--- config.mk ---
export PLATFORM = sky130hd
export DESIGN_NAME = pch_device_flat
export DESIGN_NICKNAME = d
export VERILOG_FILES = /design/src/rtl/pch_pkg.sv /design/src/rtl/pch_if.sv /design/src/rtl/pch_filter.sv /design/src/rtl/pch_device.sv /design/src/flat_wrapper.sv
export SDC_FILE = /design/constraint.sdc
export NUM_CORES = 1
export LEC_CHECK = 0
export ABC_AREA = 1
export BUFFER_PORTS_ARGS = -buffer_cell sky130_fd_sc_hd__clkbuf_2
export CELL_PAD_IN_SITES_DETAIL_PLACEMENT = 0
export CELL_PAD_IN_SITES_GLOBAL_PLACEMENT = 1
export CORE_MARGIN = 4
export CORE_UTILIZATION = 25
export CTS_CLUSTER_DIAMETER = 100
export DETAILED_ROUTE_END_ITERATION = 8
export GPL_TIMING_DRIVEN = 0
export PLACE_DENSITY_LB_ADDON = 0.1
export SLEW_MARGIN = 10
export SYNTH_ARGS = -nofsm -noshare
export SYNTH_HDL_FRONTEND = slang
export SYNTH_HIERARCHICAL = 1
export SYNTH_SLANG_ARGS = --single-unit
--- constraint.sdc ---
create_clock -name i_mclk -period 2.5 [get_ports i_mclk]
set_input_delay 0.375 -clock i_mclk [delete_from_list [all_inputs] [get_ports i_mclk]]
set_output_delay 0.375 -clock i_mclk [all_outputs]
set_load 0.02 [all_outputs]
--- src/rtl/pch_pkg.sv ---
package pch_pkg;
  // system clock rate
  localparam int unsigned CLK_HZ = 10_000_000;
  // selection code width and program count
  localparam int unsigned SEL_W = 5;
  localparam int unsigned PROG_COUNT = 32;
  localparam int unsigned PROG_W = 6;
  // timing figures in their own units
  localparam int unsigned PULSE_MIN_MS = 5;
  localparam int unsigned SEL_WAIT_MS = 2;
  localparam int unsigned SEL_SETTLE_MS = 5;
  localparam int unsigned REACT_MAX_MS = 5;
  localparam int unsigned DONE_PULSE_S = 1;
  // derived cycle counts: minimums round up, maximums round down
  localparam int unsigned PULSE_MIN_CYC = (PULSE_MIN_MS * CLK_HZ + 999) / 1000;
  localparam int unsigned SEL_WAIT_CYC = (SEL_WAIT_MS * CLK_HZ + 999) / 1000;
  localparam int unsigned SEL_SETTLE_CYC = (SEL_SETTLE_MS * CLK_HZ + 999) / 1000;
  localparam int unsigned REACT_MAX_CYC = (REACT_MAX_MS * CLK_HZ) / 1000;
  localparam int unsigned DONE_PULSE_CYC = DONE_PULSE_S * CLK_HZ;
  // counter width big enough for the one second pulse
  localparam int unsigned CNT_W = 24;
  // device operating states
  typedef enum logic [1:0] {
    PCH_IDLE,
    PCH_RUN,
    PCH_FAULT
  } pch_state_t;
  // host sequencing states
  typedef enum logic [2:0] {
    PCH_H_IDLE,
    PCH_H_SETTLE,
    PCH_H_PULSE,
    PCH_H_WAIT
  } pch_host_state_t;
endpackage

--- src/rtl/pch_if.sv ---
`timescale 1ns/100ps
`default_nettype none
// discrete control port: controller drives inputs, device drives contacts
interface pch_if;
  import pch_pkg::*;
  logic [SEL_W-1:0] select_bits; // select_bit_low is bit 0, select_bit_high is bit 4
  logic launch_in; // start pulse
  logic stop_in; // stop pulse
  logic fault_clear_in; // error reset pulse
  logic ready_out; // prepared contact
  logic program_active_out; // program program_active_out contact
  logic done_out; // finished pulse contact
  logic fault_out; // error contact
  logic warn_out; // warning contact
  logic spare_out; // reserved contact
  modport device (
    input select_bits, launch_in, stop_in, fault_clear_in,
    output ready_out, program_active_out, done_out, fault_out, warn_out, spare_out
  );
  modport host (
    output select_bits, launch_in, stop_in, fault_clear_in,
    input ready_out, program_active_out, done_out, fault_out, warn_out, spare_out
  );
endinterface
`default_nettype wire

--- src/rtl/pch_filter.sv ---
`timescale 1ns/100ps
`default_nettype none
// two-flop synchroniser followed by a stability filter
module pch_filter #(
  parameter int unsigned WIDTH = 1,
  parameter int unsigned STABLE_CYC = 4
) (
  input wire logic i_mclk,
  input wire logic i_sys_rst,
  input wire logic [WIDTH-1:0] i_raw,
  output logic [WIDTH-1:0] o_clean,
  output logic [WIDTH-1:0] o_rise
);
  import pch_pkg::*;
  logic [WIDTH-1:0] meta_q; // first sync stage, read only by sync_q
  logic [WIDTH-1:0] sync_q; // second sync stage
  logic [WIDTH-1:0] clean_q; // accepted level
  logic [WIDTH-1:0] rise_q; // one-cycle pulse on accepted rise
  logic [CNT_W-1:0] cnt_q [WIDTH]; // per-bit stability counters

  // synchroniser: pins are asynchronous to i_mclk
  always_ff @(posedge i_mclk) begin
    if (i_sys_rst) begin
      meta_q <= '0;
      sync_q <= '0;
    end else begin
      meta_q <= i_raw;
      sync_q <= meta_q;
    end
  end

  // each bit must hold a new level for STABLE_CYC-1 cycles before it is taken
  for (genvar b = 0; b < WIDTH; b++) begin : g_bit
    always_ff @(posedge i_mclk) begin
      if (i_sys_rst) begin
        cnt_q[b] <= '0;
        clean_q[b] <= 1'b0;
        rise_q[b] <= 1'b0;
      end else begin
        rise_q[b] <= 1'b0;
        if (sync_q[b] == clean_q[b]) begin
          // level agrees: glitch counting starts over
          cnt_q[b] <= '0;
        end else if (cnt_q[b] >= CNT_W'(STABLE_CYC - 2)) begin
          // stable long enough, two sync cycles already spent
          clean_q[b] <= sync_q[b];
          rise_q[b] <= sync_q[b];
          cnt_q[b] <= '0;
        end else begin
          cnt_q[b] <= cnt_q[b] + CNT_W'(1);
        end
      end
    end
  end

  assign o_clean = clean_q;
  assign o_rise = rise_q;
endmodule
`default_nettype wire

--- src/rtl/pch_device.sv ---
`timescale 1ns/100ps
`default_nettype none
// Overview of operation
// - run program equal to code plus one
// - select bit 0 is LSB, bit 4 MSB
// - controller holds pulses at least 5 ms
// - controller waits 2 ms before start
// - controller allows 5 ms select settling
// - react within 5 ms of pulse rise; the code takes the 5 ms filter time plus a few cycles
// - finished pulse lasts exactly one second
// - start while prepared runs, sets active
// - normal finish clears active, pulses finished
// - bad program data gives error, no run
// - stop aborts: active off, prepared on
// - warning shown, never alters program
// - error during run aborts, no finished
// - error reset clears error, prepared on
// - prepared only when request acceptable
// - start works whatever panel display shows
// - asserted means contact conducts, current flows
module pch_device #(
  parameter int unsigned PULSE_CYC = pch_pkg::PULSE_MIN_CYC,
  parameter int unsigned DONE_CYC = pch_pkg::DONE_PULSE_CYC
) (
  input wire logic i_mclk,
  input wire logic i_sys_rst,
  pch_if.device port,
  input wire logic i_prog_done, // program engine finished normally
  input wire logic i_prog_bad, // selected program data unusable
  input wire logic i_fault, // device error condition (level)
  input wire logic i_warn, // device warning condition (level)
  output logic o_prog_go, // one-cycle launch of the engine
  output logic o_prog_abort, // one-cycle abort of the engine
  output logic [pch_pkg::PROG_W-1:0] o_prog_num, // program 1..32
  output logic o_program_active_out
);
  import pch_pkg::*;
  pch_state_t state_q; // operating state
  logic [SEL_W-1:0] sel_clean; // filtered selection code
  logic [2:0] ctl_clean; // filtered start/stop/clear
  logic [2:0] ctl_rise; // accepted rising edges
  logic [CNT_W-1:0] done_cnt_q; // finished pulse timer
  logic done_q, ready_q, active_q, fault_q, warn_q;
  logic go_q, abort_q;
  logic [PROG_W-1:0] num_q;
  logic sel_ok_q;

  // all inputs conduct-means-one, so no inversion is needed
  pch_filter #(.WIDTH(SEL_W), .STABLE_CYC(PULSE_CYC)) u_sel (
    .i_mclk(i_mclk),
    .i_sys_rst(i_sys_rst),
    .i_raw(port.select_bits),
    .o_clean(sel_clean),
    .o_rise()
  );
  pch_filter #(.WIDTH(3), .STABLE_CYC(PULSE_CYC)) u_ctl (
    .i_mclk(i_mclk),
    .i_sys_rst(i_sys_rst),
    .i_raw({port.fault_clear_in, port.stop_in, port.launch_in}),
    .o_clean(ctl_clean),
    .o_rise(ctl_rise)
  );

  // program number: binary code, bit 0 least significant, plus one
  always_ff @(posedge i_mclk) begin
    if (i_sys_rst) begin
      num_q <= PROG_W'(1);
      sel_ok_q <= 1'b0;
    end else begin
      num_q <= {1'b0, sel_clean} + PROG_W'(1);
      sel_ok_q <= 1'b1;
    end
  end

  // operating state; faults outrank stop, stop outranks finish
  always_ff @(posedge i_mclk) begin
    if (i_sys_rst) begin
      state_q <= PCH_IDLE;
      go_q <= 1'b0;
      abort_q <= 1'b0;
    end else begin
      go_q <= 1'b0;
      abort_q <= 1'b0;
      unique case (state_q)
        PCH_IDLE: begin
          if (i_fault) begin
            state_q <= PCH_FAULT;
          end else if (ctl_rise[0] && ready_q) begin
            // start accepted regardless of panel mode
            if (i_prog_bad) begin
              state_q <= PCH_FAULT; // never enters run
            end else begin
              state_q <= PCH_RUN;
              go_q <= 1'b1;
            end
          end
        end
        PCH_RUN: begin
          if (i_fault) begin
            state_q <= PCH_FAULT; // error interrupts the program
            abort_q <= 1'b1;
          end else if (ctl_rise[1]) begin
            state_q <= PCH_IDLE; // stop: back to prepared, no error
            abort_q <= 1'b1;
          end else if (i_prog_done) begin
            state_q <= PCH_IDLE; // normal finish
          end
        end
        PCH_FAULT: begin
          // clear only once i_fault has gone; i_prog_bad is not checked
          if (ctl_rise[2] && !i_fault) begin
            state_q <= PCH_IDLE;
          end
        end
      endcase
    end
  end

  // finished pulse: exactly DONE_CYC cycles, only on a normal finish
  always_ff @(posedge i_mclk) begin
    if (i_sys_rst) begin
      done_q <= 1'b0;
      done_cnt_q <= '0;
    end else if (state_q == PCH_RUN && !i_fault && !ctl_rise[1] && i_prog_done) begin
      done_q <= 1'b1;
      done_cnt_q <= CNT_W'(DONE_CYC - 1);
    end else if (done_cnt_q != '0) begin
      done_cnt_q <= done_cnt_q - CNT_W'(1);
    end else begin
      done_q <= 1'b0;
    end
  end

  // contacts registered from state, one cycle after it
  always_ff @(posedge i_mclk) begin
    if (i_sys_rst) begin
      ready_q <= 1'b0;
      active_q <= 1'b0;
      fault_q <= 1'b0;
      warn_q <= 1'b0;
    end else begin
      // prepared only when idle, fault-free and selection valid
      ready_q <= (state_q == PCH_IDLE) && !i_fault && sel_ok_q && !go_q;
      // active drops on the edge the finished pulse starts, so the pulse never begins while active is on
      active_q <= (state_q == PCH_RUN) && !i_prog_done;
      fault_q <= (state_q == PCH_FAULT);
      // warning only displayed, state machine ignores it
      warn_q <= i_warn;
    end
  end

  assign port.ready_out = ready_q;
  assign port.program_active_out = active_q;
  assign port.done_out = done_q;
  assign port.fault_out = fault_q;
  assign port.warn_out = warn_q;
  assign port.spare_out = 1'b0;
  assign o_prog_go = go_q;
  assign o_prog_abort = abort_q;
  assign o_prog_num = num_q;
  assign o_program_active_out = active_q;
endmodule
`default_nettype wire

--- src/flat_wrapper.sv ---
// flat-port wrapper written by rule: the top's interface ports become plain ports
module pch_device_flat import pch_pkg::*;
#(
  parameter int unsigned PULSE_CYC = pch_pkg::PULSE_MIN_CYC,
  parameter int unsigned DONE_CYC = pch_pkg::DONE_PULSE_CYC
)
  (i_mclk, i_sys_rst, i_prog_done, i_prog_bad, i_fault, i_warn, o_prog_go, o_prog_abort, o_prog_num, o_program_active_out, port_select_bits, port_launch_in, port_stop_in, port_fault_clear_in, port_ready_out, port_program_active_out, port_done_out, port_fault_out, port_warn_out, port_spare_out);
  pch_if port_i ();
  input wire logic i_mclk;
  input wire logic i_sys_rst;
  input wire logic i_prog_done;
  input wire logic i_prog_bad;
  input wire logic i_fault;
  input wire logic i_warn;
  output logic o_prog_go;
  output logic o_prog_abort;
  output logic [pch_pkg::PROG_W-1:0] o_prog_num;
  output logic o_program_active_out;
  input wire logic [$bits(port_i.select_bits)-1:0] port_select_bits;
  input wire logic [$bits(port_i.launch_in)-1:0] port_launch_in;
  input wire logic [$bits(port_i.stop_in)-1:0] port_stop_in;
  input wire logic [$bits(port_i.fault_clear_in)-1:0] port_fault_clear_in;
  output wire logic [$bits(port_i.ready_out)-1:0] port_ready_out;
  output wire logic [$bits(port_i.program_active_out)-1:0] port_program_active_out;
  output wire logic [$bits(port_i.done_out)-1:0] port_done_out;
  output wire logic [$bits(port_i.fault_out)-1:0] port_fault_out;
  output wire logic [$bits(port_i.warn_out)-1:0] port_warn_out;
  output wire logic [$bits(port_i.spare_out)-1:0] port_spare_out;
  assign port_i.select_bits = port_select_bits;
  assign port_i.launch_in = port_launch_in;
  assign port_i.stop_in = port_stop_in;
  assign port_i.fault_clear_in = port_fault_clear_in;
  assign port_ready_out = port_i.ready_out;
  assign port_program_active_out = port_i.program_active_out;
  assign port_done_out = port_i.done_out;
  assign port_fault_out = port_i.fault_out;
  assign port_warn_out = port_i.warn_out;
  assign port_spare_out = port_i.spare_out;
  pch_device #(.PULSE_CYC(PULSE_CYC), .DONE_CYC(DONE_CYC)) u_core (.i_mclk(i_mclk), .i_sys_rst(i_sys_rst), .port(port_i), .i_prog_done(i_prog_done), .i_prog_bad(i_prog_bad), .i_fault(i_fault), .i_warn(i_warn), .o_prog_go(o_prog_go), .o_prog_abort(o_prog_abort), .o_prog_num(o_prog_num), .o_program_active_out(o_program_active_out));
endmodule
== Yosys cells after proc, flatten, opt, wreduce, memory -nomap -nowiden ==
Memories as Yosys holds them, arrays and structs flattened.
Index checks and enable logic that the tools add are counted.

* Memories kept: 2
* Register bits after elaboration: 67
* Output and inout bits: 15
* Memory bits (writable): 192

* Magnitude comparators: 8
* Equal/unequal tests: 14
* Reductions and logical operators: 31
* Multiplexer cells: 130
* Bitwise operators: 38
* Add/sub/neg operators: 10

{| class="wikitable"
|+ Memories
! memory !! words !! width !! read ports !! clocked after memory_dff !! wr ports !! line !! text
|-
| u_core.u_sel.cnt_q || 5 || 24 || 5 || 0 || 5 || pch_filter.sv:19 || <nowiki>logic [CNT_W-1:0] cnt_q [WIDTH];</nowiki>
|-
| u_core.u_ctl.cnt_q || 3 || 24 || 3 || 0 || 3 || pch_filter.sv:19 ||
|}

{| class="wikitable"
|+ Operator list
! cell !! number
|-
| 24-bit 2-to-1 mux || 26
|-
| 24-bit by 1-bit adder with 24-bit output, second input constant || 8
|-
| 24-bit by 16-bit greater-or-equal comparator with 1-bit output, second input constant || 8
|-
| 1-bit 2-to-1 mux || 96
|-
| 1-bit OR || 24
|-
| 24-bit nonzero test || 1
|-
| 24-bit by 1-bit subtractor with 24-bit output, second input constant || 1
|-
| 2-bit AND reduction || 8
|-
| 2-bit 2-to-1 mux || 7
|-
| 1-bit NOT || 14
|-
| 1-bit logical AND || 9
|-
| 3-bit OR reduction || 3
|-
| 1-bit equality test || 8
|-
| 5-bit by 1-bit adder with 6-bit output, second input constant || 1
|-
| 2-bit case mux with 3 select lines || 1
|-
| 1-bit logical NOT || 4
|-
| 2-bit by 1-bit != test with 1-bit output, second input constant || 2
|-
| 4-bit != test, second input constant || 1
|-
| 2-bit OR reduction || 2
|-
| 4-bit OR reduction || 1
|-
| 3-bit by 2-bit != test with 1-bit output, second input constant || 1
|-
| 3-bit AND reduction || 1
|-
| 2-bit by 1-bit equality test with 1-bit output, second input constant || 1
|-
| 2-bit equality test, second input constant || 1
|-
| 2 further kinds || 2
|}

== Longest topological paths before layout ==
An unclocked memory read counts as a cell.

* Depth after elaboration: 8
* Depth in mapped cells: 12

== Modules after synthesis ==
The synthesis kept the hierarchy.

{| class="wikitable"
|+ Modules (own cells, without submodules)
! module !! area an instance (µm²) !! times used !! cells an instance !! seq. area each (µm²)
|-
| pch_filter (u_core.u_sel) || 6917.9 || 1 || 694 || 4003.8
|-
| pch_filter (u_core.u_ctl) || 4113.9 || 1 || 413 || 2402.3
|-
| pch_device || 2013.2 || 1 || 283 || 800.8
|}

== Least setup slack after synthesis ==
Ideal clock, no wire load.

* Kind: register to register
* Start: memory u_core.u_sel.cnt_q[0][0]
* End: memory u_core.u_sel.cnt_q[0][4], data pin
* Library setup time: 0.256 ns
* Cell stages (with the launch flop): 11
* Required time: 2.244 ns
* Arrival time: 1.300 ns
* Path buffers: 1
* Slack: 0.943 ns
* Path through: edfxtp_1 -> inv_1 -> ha_1 -> nand2_1 -> nor2_1 -> nand3_1 -> nor2_2 -> nor2_4 -> nand3_4 -> buf_8 -> nor2_2

{| class="wikitable"
|+ RTL lines
! item !! line
|-
| from (decl) || pch_filter.sv:19
|}

==> run metrics <==
status=finished clean; Worst EP required=2790 ps; Starting DRT DRC Count=408; leakage power=6.50 nW; first-pass GRT wire length=44.3 mm; antenna-violating nets left=0; maxcap violations=0; post-layout util=31.1%; HP Class=input port to flip-flop; Overall Power=12.0 mW; total detailed-routing wirelength=26.0 mm; synthesized instance count=1376; slowest CP cell=edfxtp_1; launch point of the worst path=u_core/u_ctl/cnt_q[0][1]; post-CTS setup buffer count=0; CP Depth=8; Critical Path Sink Type=flip-flop; TritonRoute pass-1 iters=4; final setup fails=0; post-cts sizing count=0; # IOs=29; Worst-Skew Late Latency=530 ps; row count=83; Global Route Usage Sum=9.59%; worst-path fanout max=5; setup tns final=0 ps; Post-route DRC=0; CTS Root Cell=clkbuf_16; R2R setup slack=630 ps; Fin. Hold Viols=0; Reg-to-Reg End=u_core/u_ctl/cnt_q[0][14]; Reg area=7110 µm²; synthesized area per cell=9.38 µm²; routed len/inst=10.8 µm; Mapped Area=12900 µm²; peak supply drop=0.346 mV; largest net degree at the start of global routing=12; gr ovfl total=0; slowest cell delay on critical path=440 ps; combined area of the multi-input logic cells=6010 µm²; Max Freq=535 MHz; worst slew pin tran=634 ps; via count=9086; Die X=235 µm; CP Launch Type=flip-flop; initial cell density of the core=25.2%; RSZ-0062 raised after global routing=false; dpl hpwl=18.8 mm; initial antenna violation count=1; clk buf depth=3; GPL Wtd Cong=0.728; CTS clk-pin slew, worst paths=50 ps; Core ar.=51200 µm²; Critical Path Sink=u_core/u_ctl/cnt_q[0][14]; DIE AREA=55300 µm²; Antenna diodes=0; WS Path Type=flip-flop to flip-flop; die height=235 µm; nets=1730; FF-to-FF Start=u_core/u_ctl/cnt_q[0][1]; PortBufs=27; max-slew violation total from the final report=0; Yosys warning count=6; min cycle time layout=1870 ps; layout cell share with drive strength beyond 1=11.8%; Clock Skew=11.9 ps; worst-case reg-to-reg path depth=8; P&R area growth vs syn=23.4%; vias per cell=3.79; Crit path top cell by count=nor2_1; CTS Buf Count=36; vias in the first global route=9074; CP Cell Sequence=ha_1 > inv_1 > nor2_1 > nand2_1 > nor2_1 > nand3_1 > nand4_1 > nor2_1; pre-CTS setup slack=616 ps; fill count=5462; Critical Path AT=2150 ps; Final period util=74.7%; PwrDens=754 nW/µm²; placed inst area=14800 µm²; Worst Setup Slack, final=632 ps; TritonCTS clock tree=built; Rel. slew slack=57.8%; CTS sink cnt=259; buffer and inverter count on the worst path=1; number of H-tree levels=2; Final Instance Area=15900 µm²; Largest delay share family, worst path=simple AND/OR/NAND/NOR gates
-- registers in the layout, indices dropped and copies added, names as in the netlist, 2 cells and up --
register              flops
u_core/u_ctl/sync_q       3
u_core/u_sel/sync_q       5
u_core/u_ctl/o_rise       3
u_core/done_cnt_q        24
u_core/u_sel/cnt_q      120
u_core/u_ctl/o_clean      3
u_core/u_ctl/cnt_q       72
u_core/state_q            2
u_core/o_prog_num         6
u_core/u_ctl/meta_q       3
u_core/u_sel/meta_q       5
u_core/u_sel/o_clean      5
-- worst min-delay path, stage by stage --
cell and delay, ps:
clkbuf_2 80, inv_1 40, nor2_1 30
-- where the power goes --
group	total [mW]	internal [mW]	switching, mW
logic	2.03	0.741	1.29
clock network	4.72	2.81	1.91
registers	5.26	4.97	0.291
-- repair_timing --
item,CTS,global route
endpoints found under the hold margin,1,0
endpoints found under the setup margin,0,0
hold buffers,1,0
-- cell type report --
class	count	area share (%)
clock buffer	52	6.36
buffer	18	1.02
clock inverter	12	0.408
inverter	150	3.60
timing repair buffer	28	0.911
tap	680	5.34
multi-input combinational	1201	37.7
sequential	259	44.6
-- how the worst min path moves through the flow --
stage / from / endpoint / cells after the start
2_1_floorplan: u_core/u_ctl/meta_q[0] / u_core/u_ctl/sync_q[0] / 2
5_1_grt: port_select_bits[1] / u_core/u_sel/meta_q[1] / 3
4_1_cts: port_select_bits[4] / u_core/u_sel/meta_q[4] / 3
3_3_place_gp: u_core/u_sel/meta_q[0] / u_core/u_sel/sync_q[0] / 2
3_5_place_dp: u_core/u_ctl/meta_q[2] / u_core/u_ctl/sync_q[2] / 2
6_report: port_select_bits[4] / u_core/u_sel/meta_q[4] / 3
-- cell usage in the layout, fill, tap and decap left out, types with 27 or more instances in the layout --
cell type / n
a21oi_1: 34
clkbuf_16: 37
clkbuf_2: 27
conb_1: 257
dfxtp_1: 67
edfxtp_1: 192
inv_1: 138
nand2_1: 241
nand3_1: 78
nand4_1: 30
nor2_1: 277
nor2_2: 43
xnor2_1: 39
xor2_1: 67
-- routing by layer --
layer	vias up	global-route usage (%)	wire length [µm]
met5	-	0	0
met2	76	15.1	11300
li1	4866	-	-
met1	4095	13.0	13200
met3	49	2.00	791
met4	0	3.79	762
-- per-stage QoR --
stage	instances	hold slack, ps
2_1_floorplan	1628	388
3_3_place_gp	2335	395
3_5_place_dp	2335	395
4_1_cts	2400	7.72
5_1_grt	2400	24.2
6_report	2400	43.1
(Power assumes the default switching activity.)
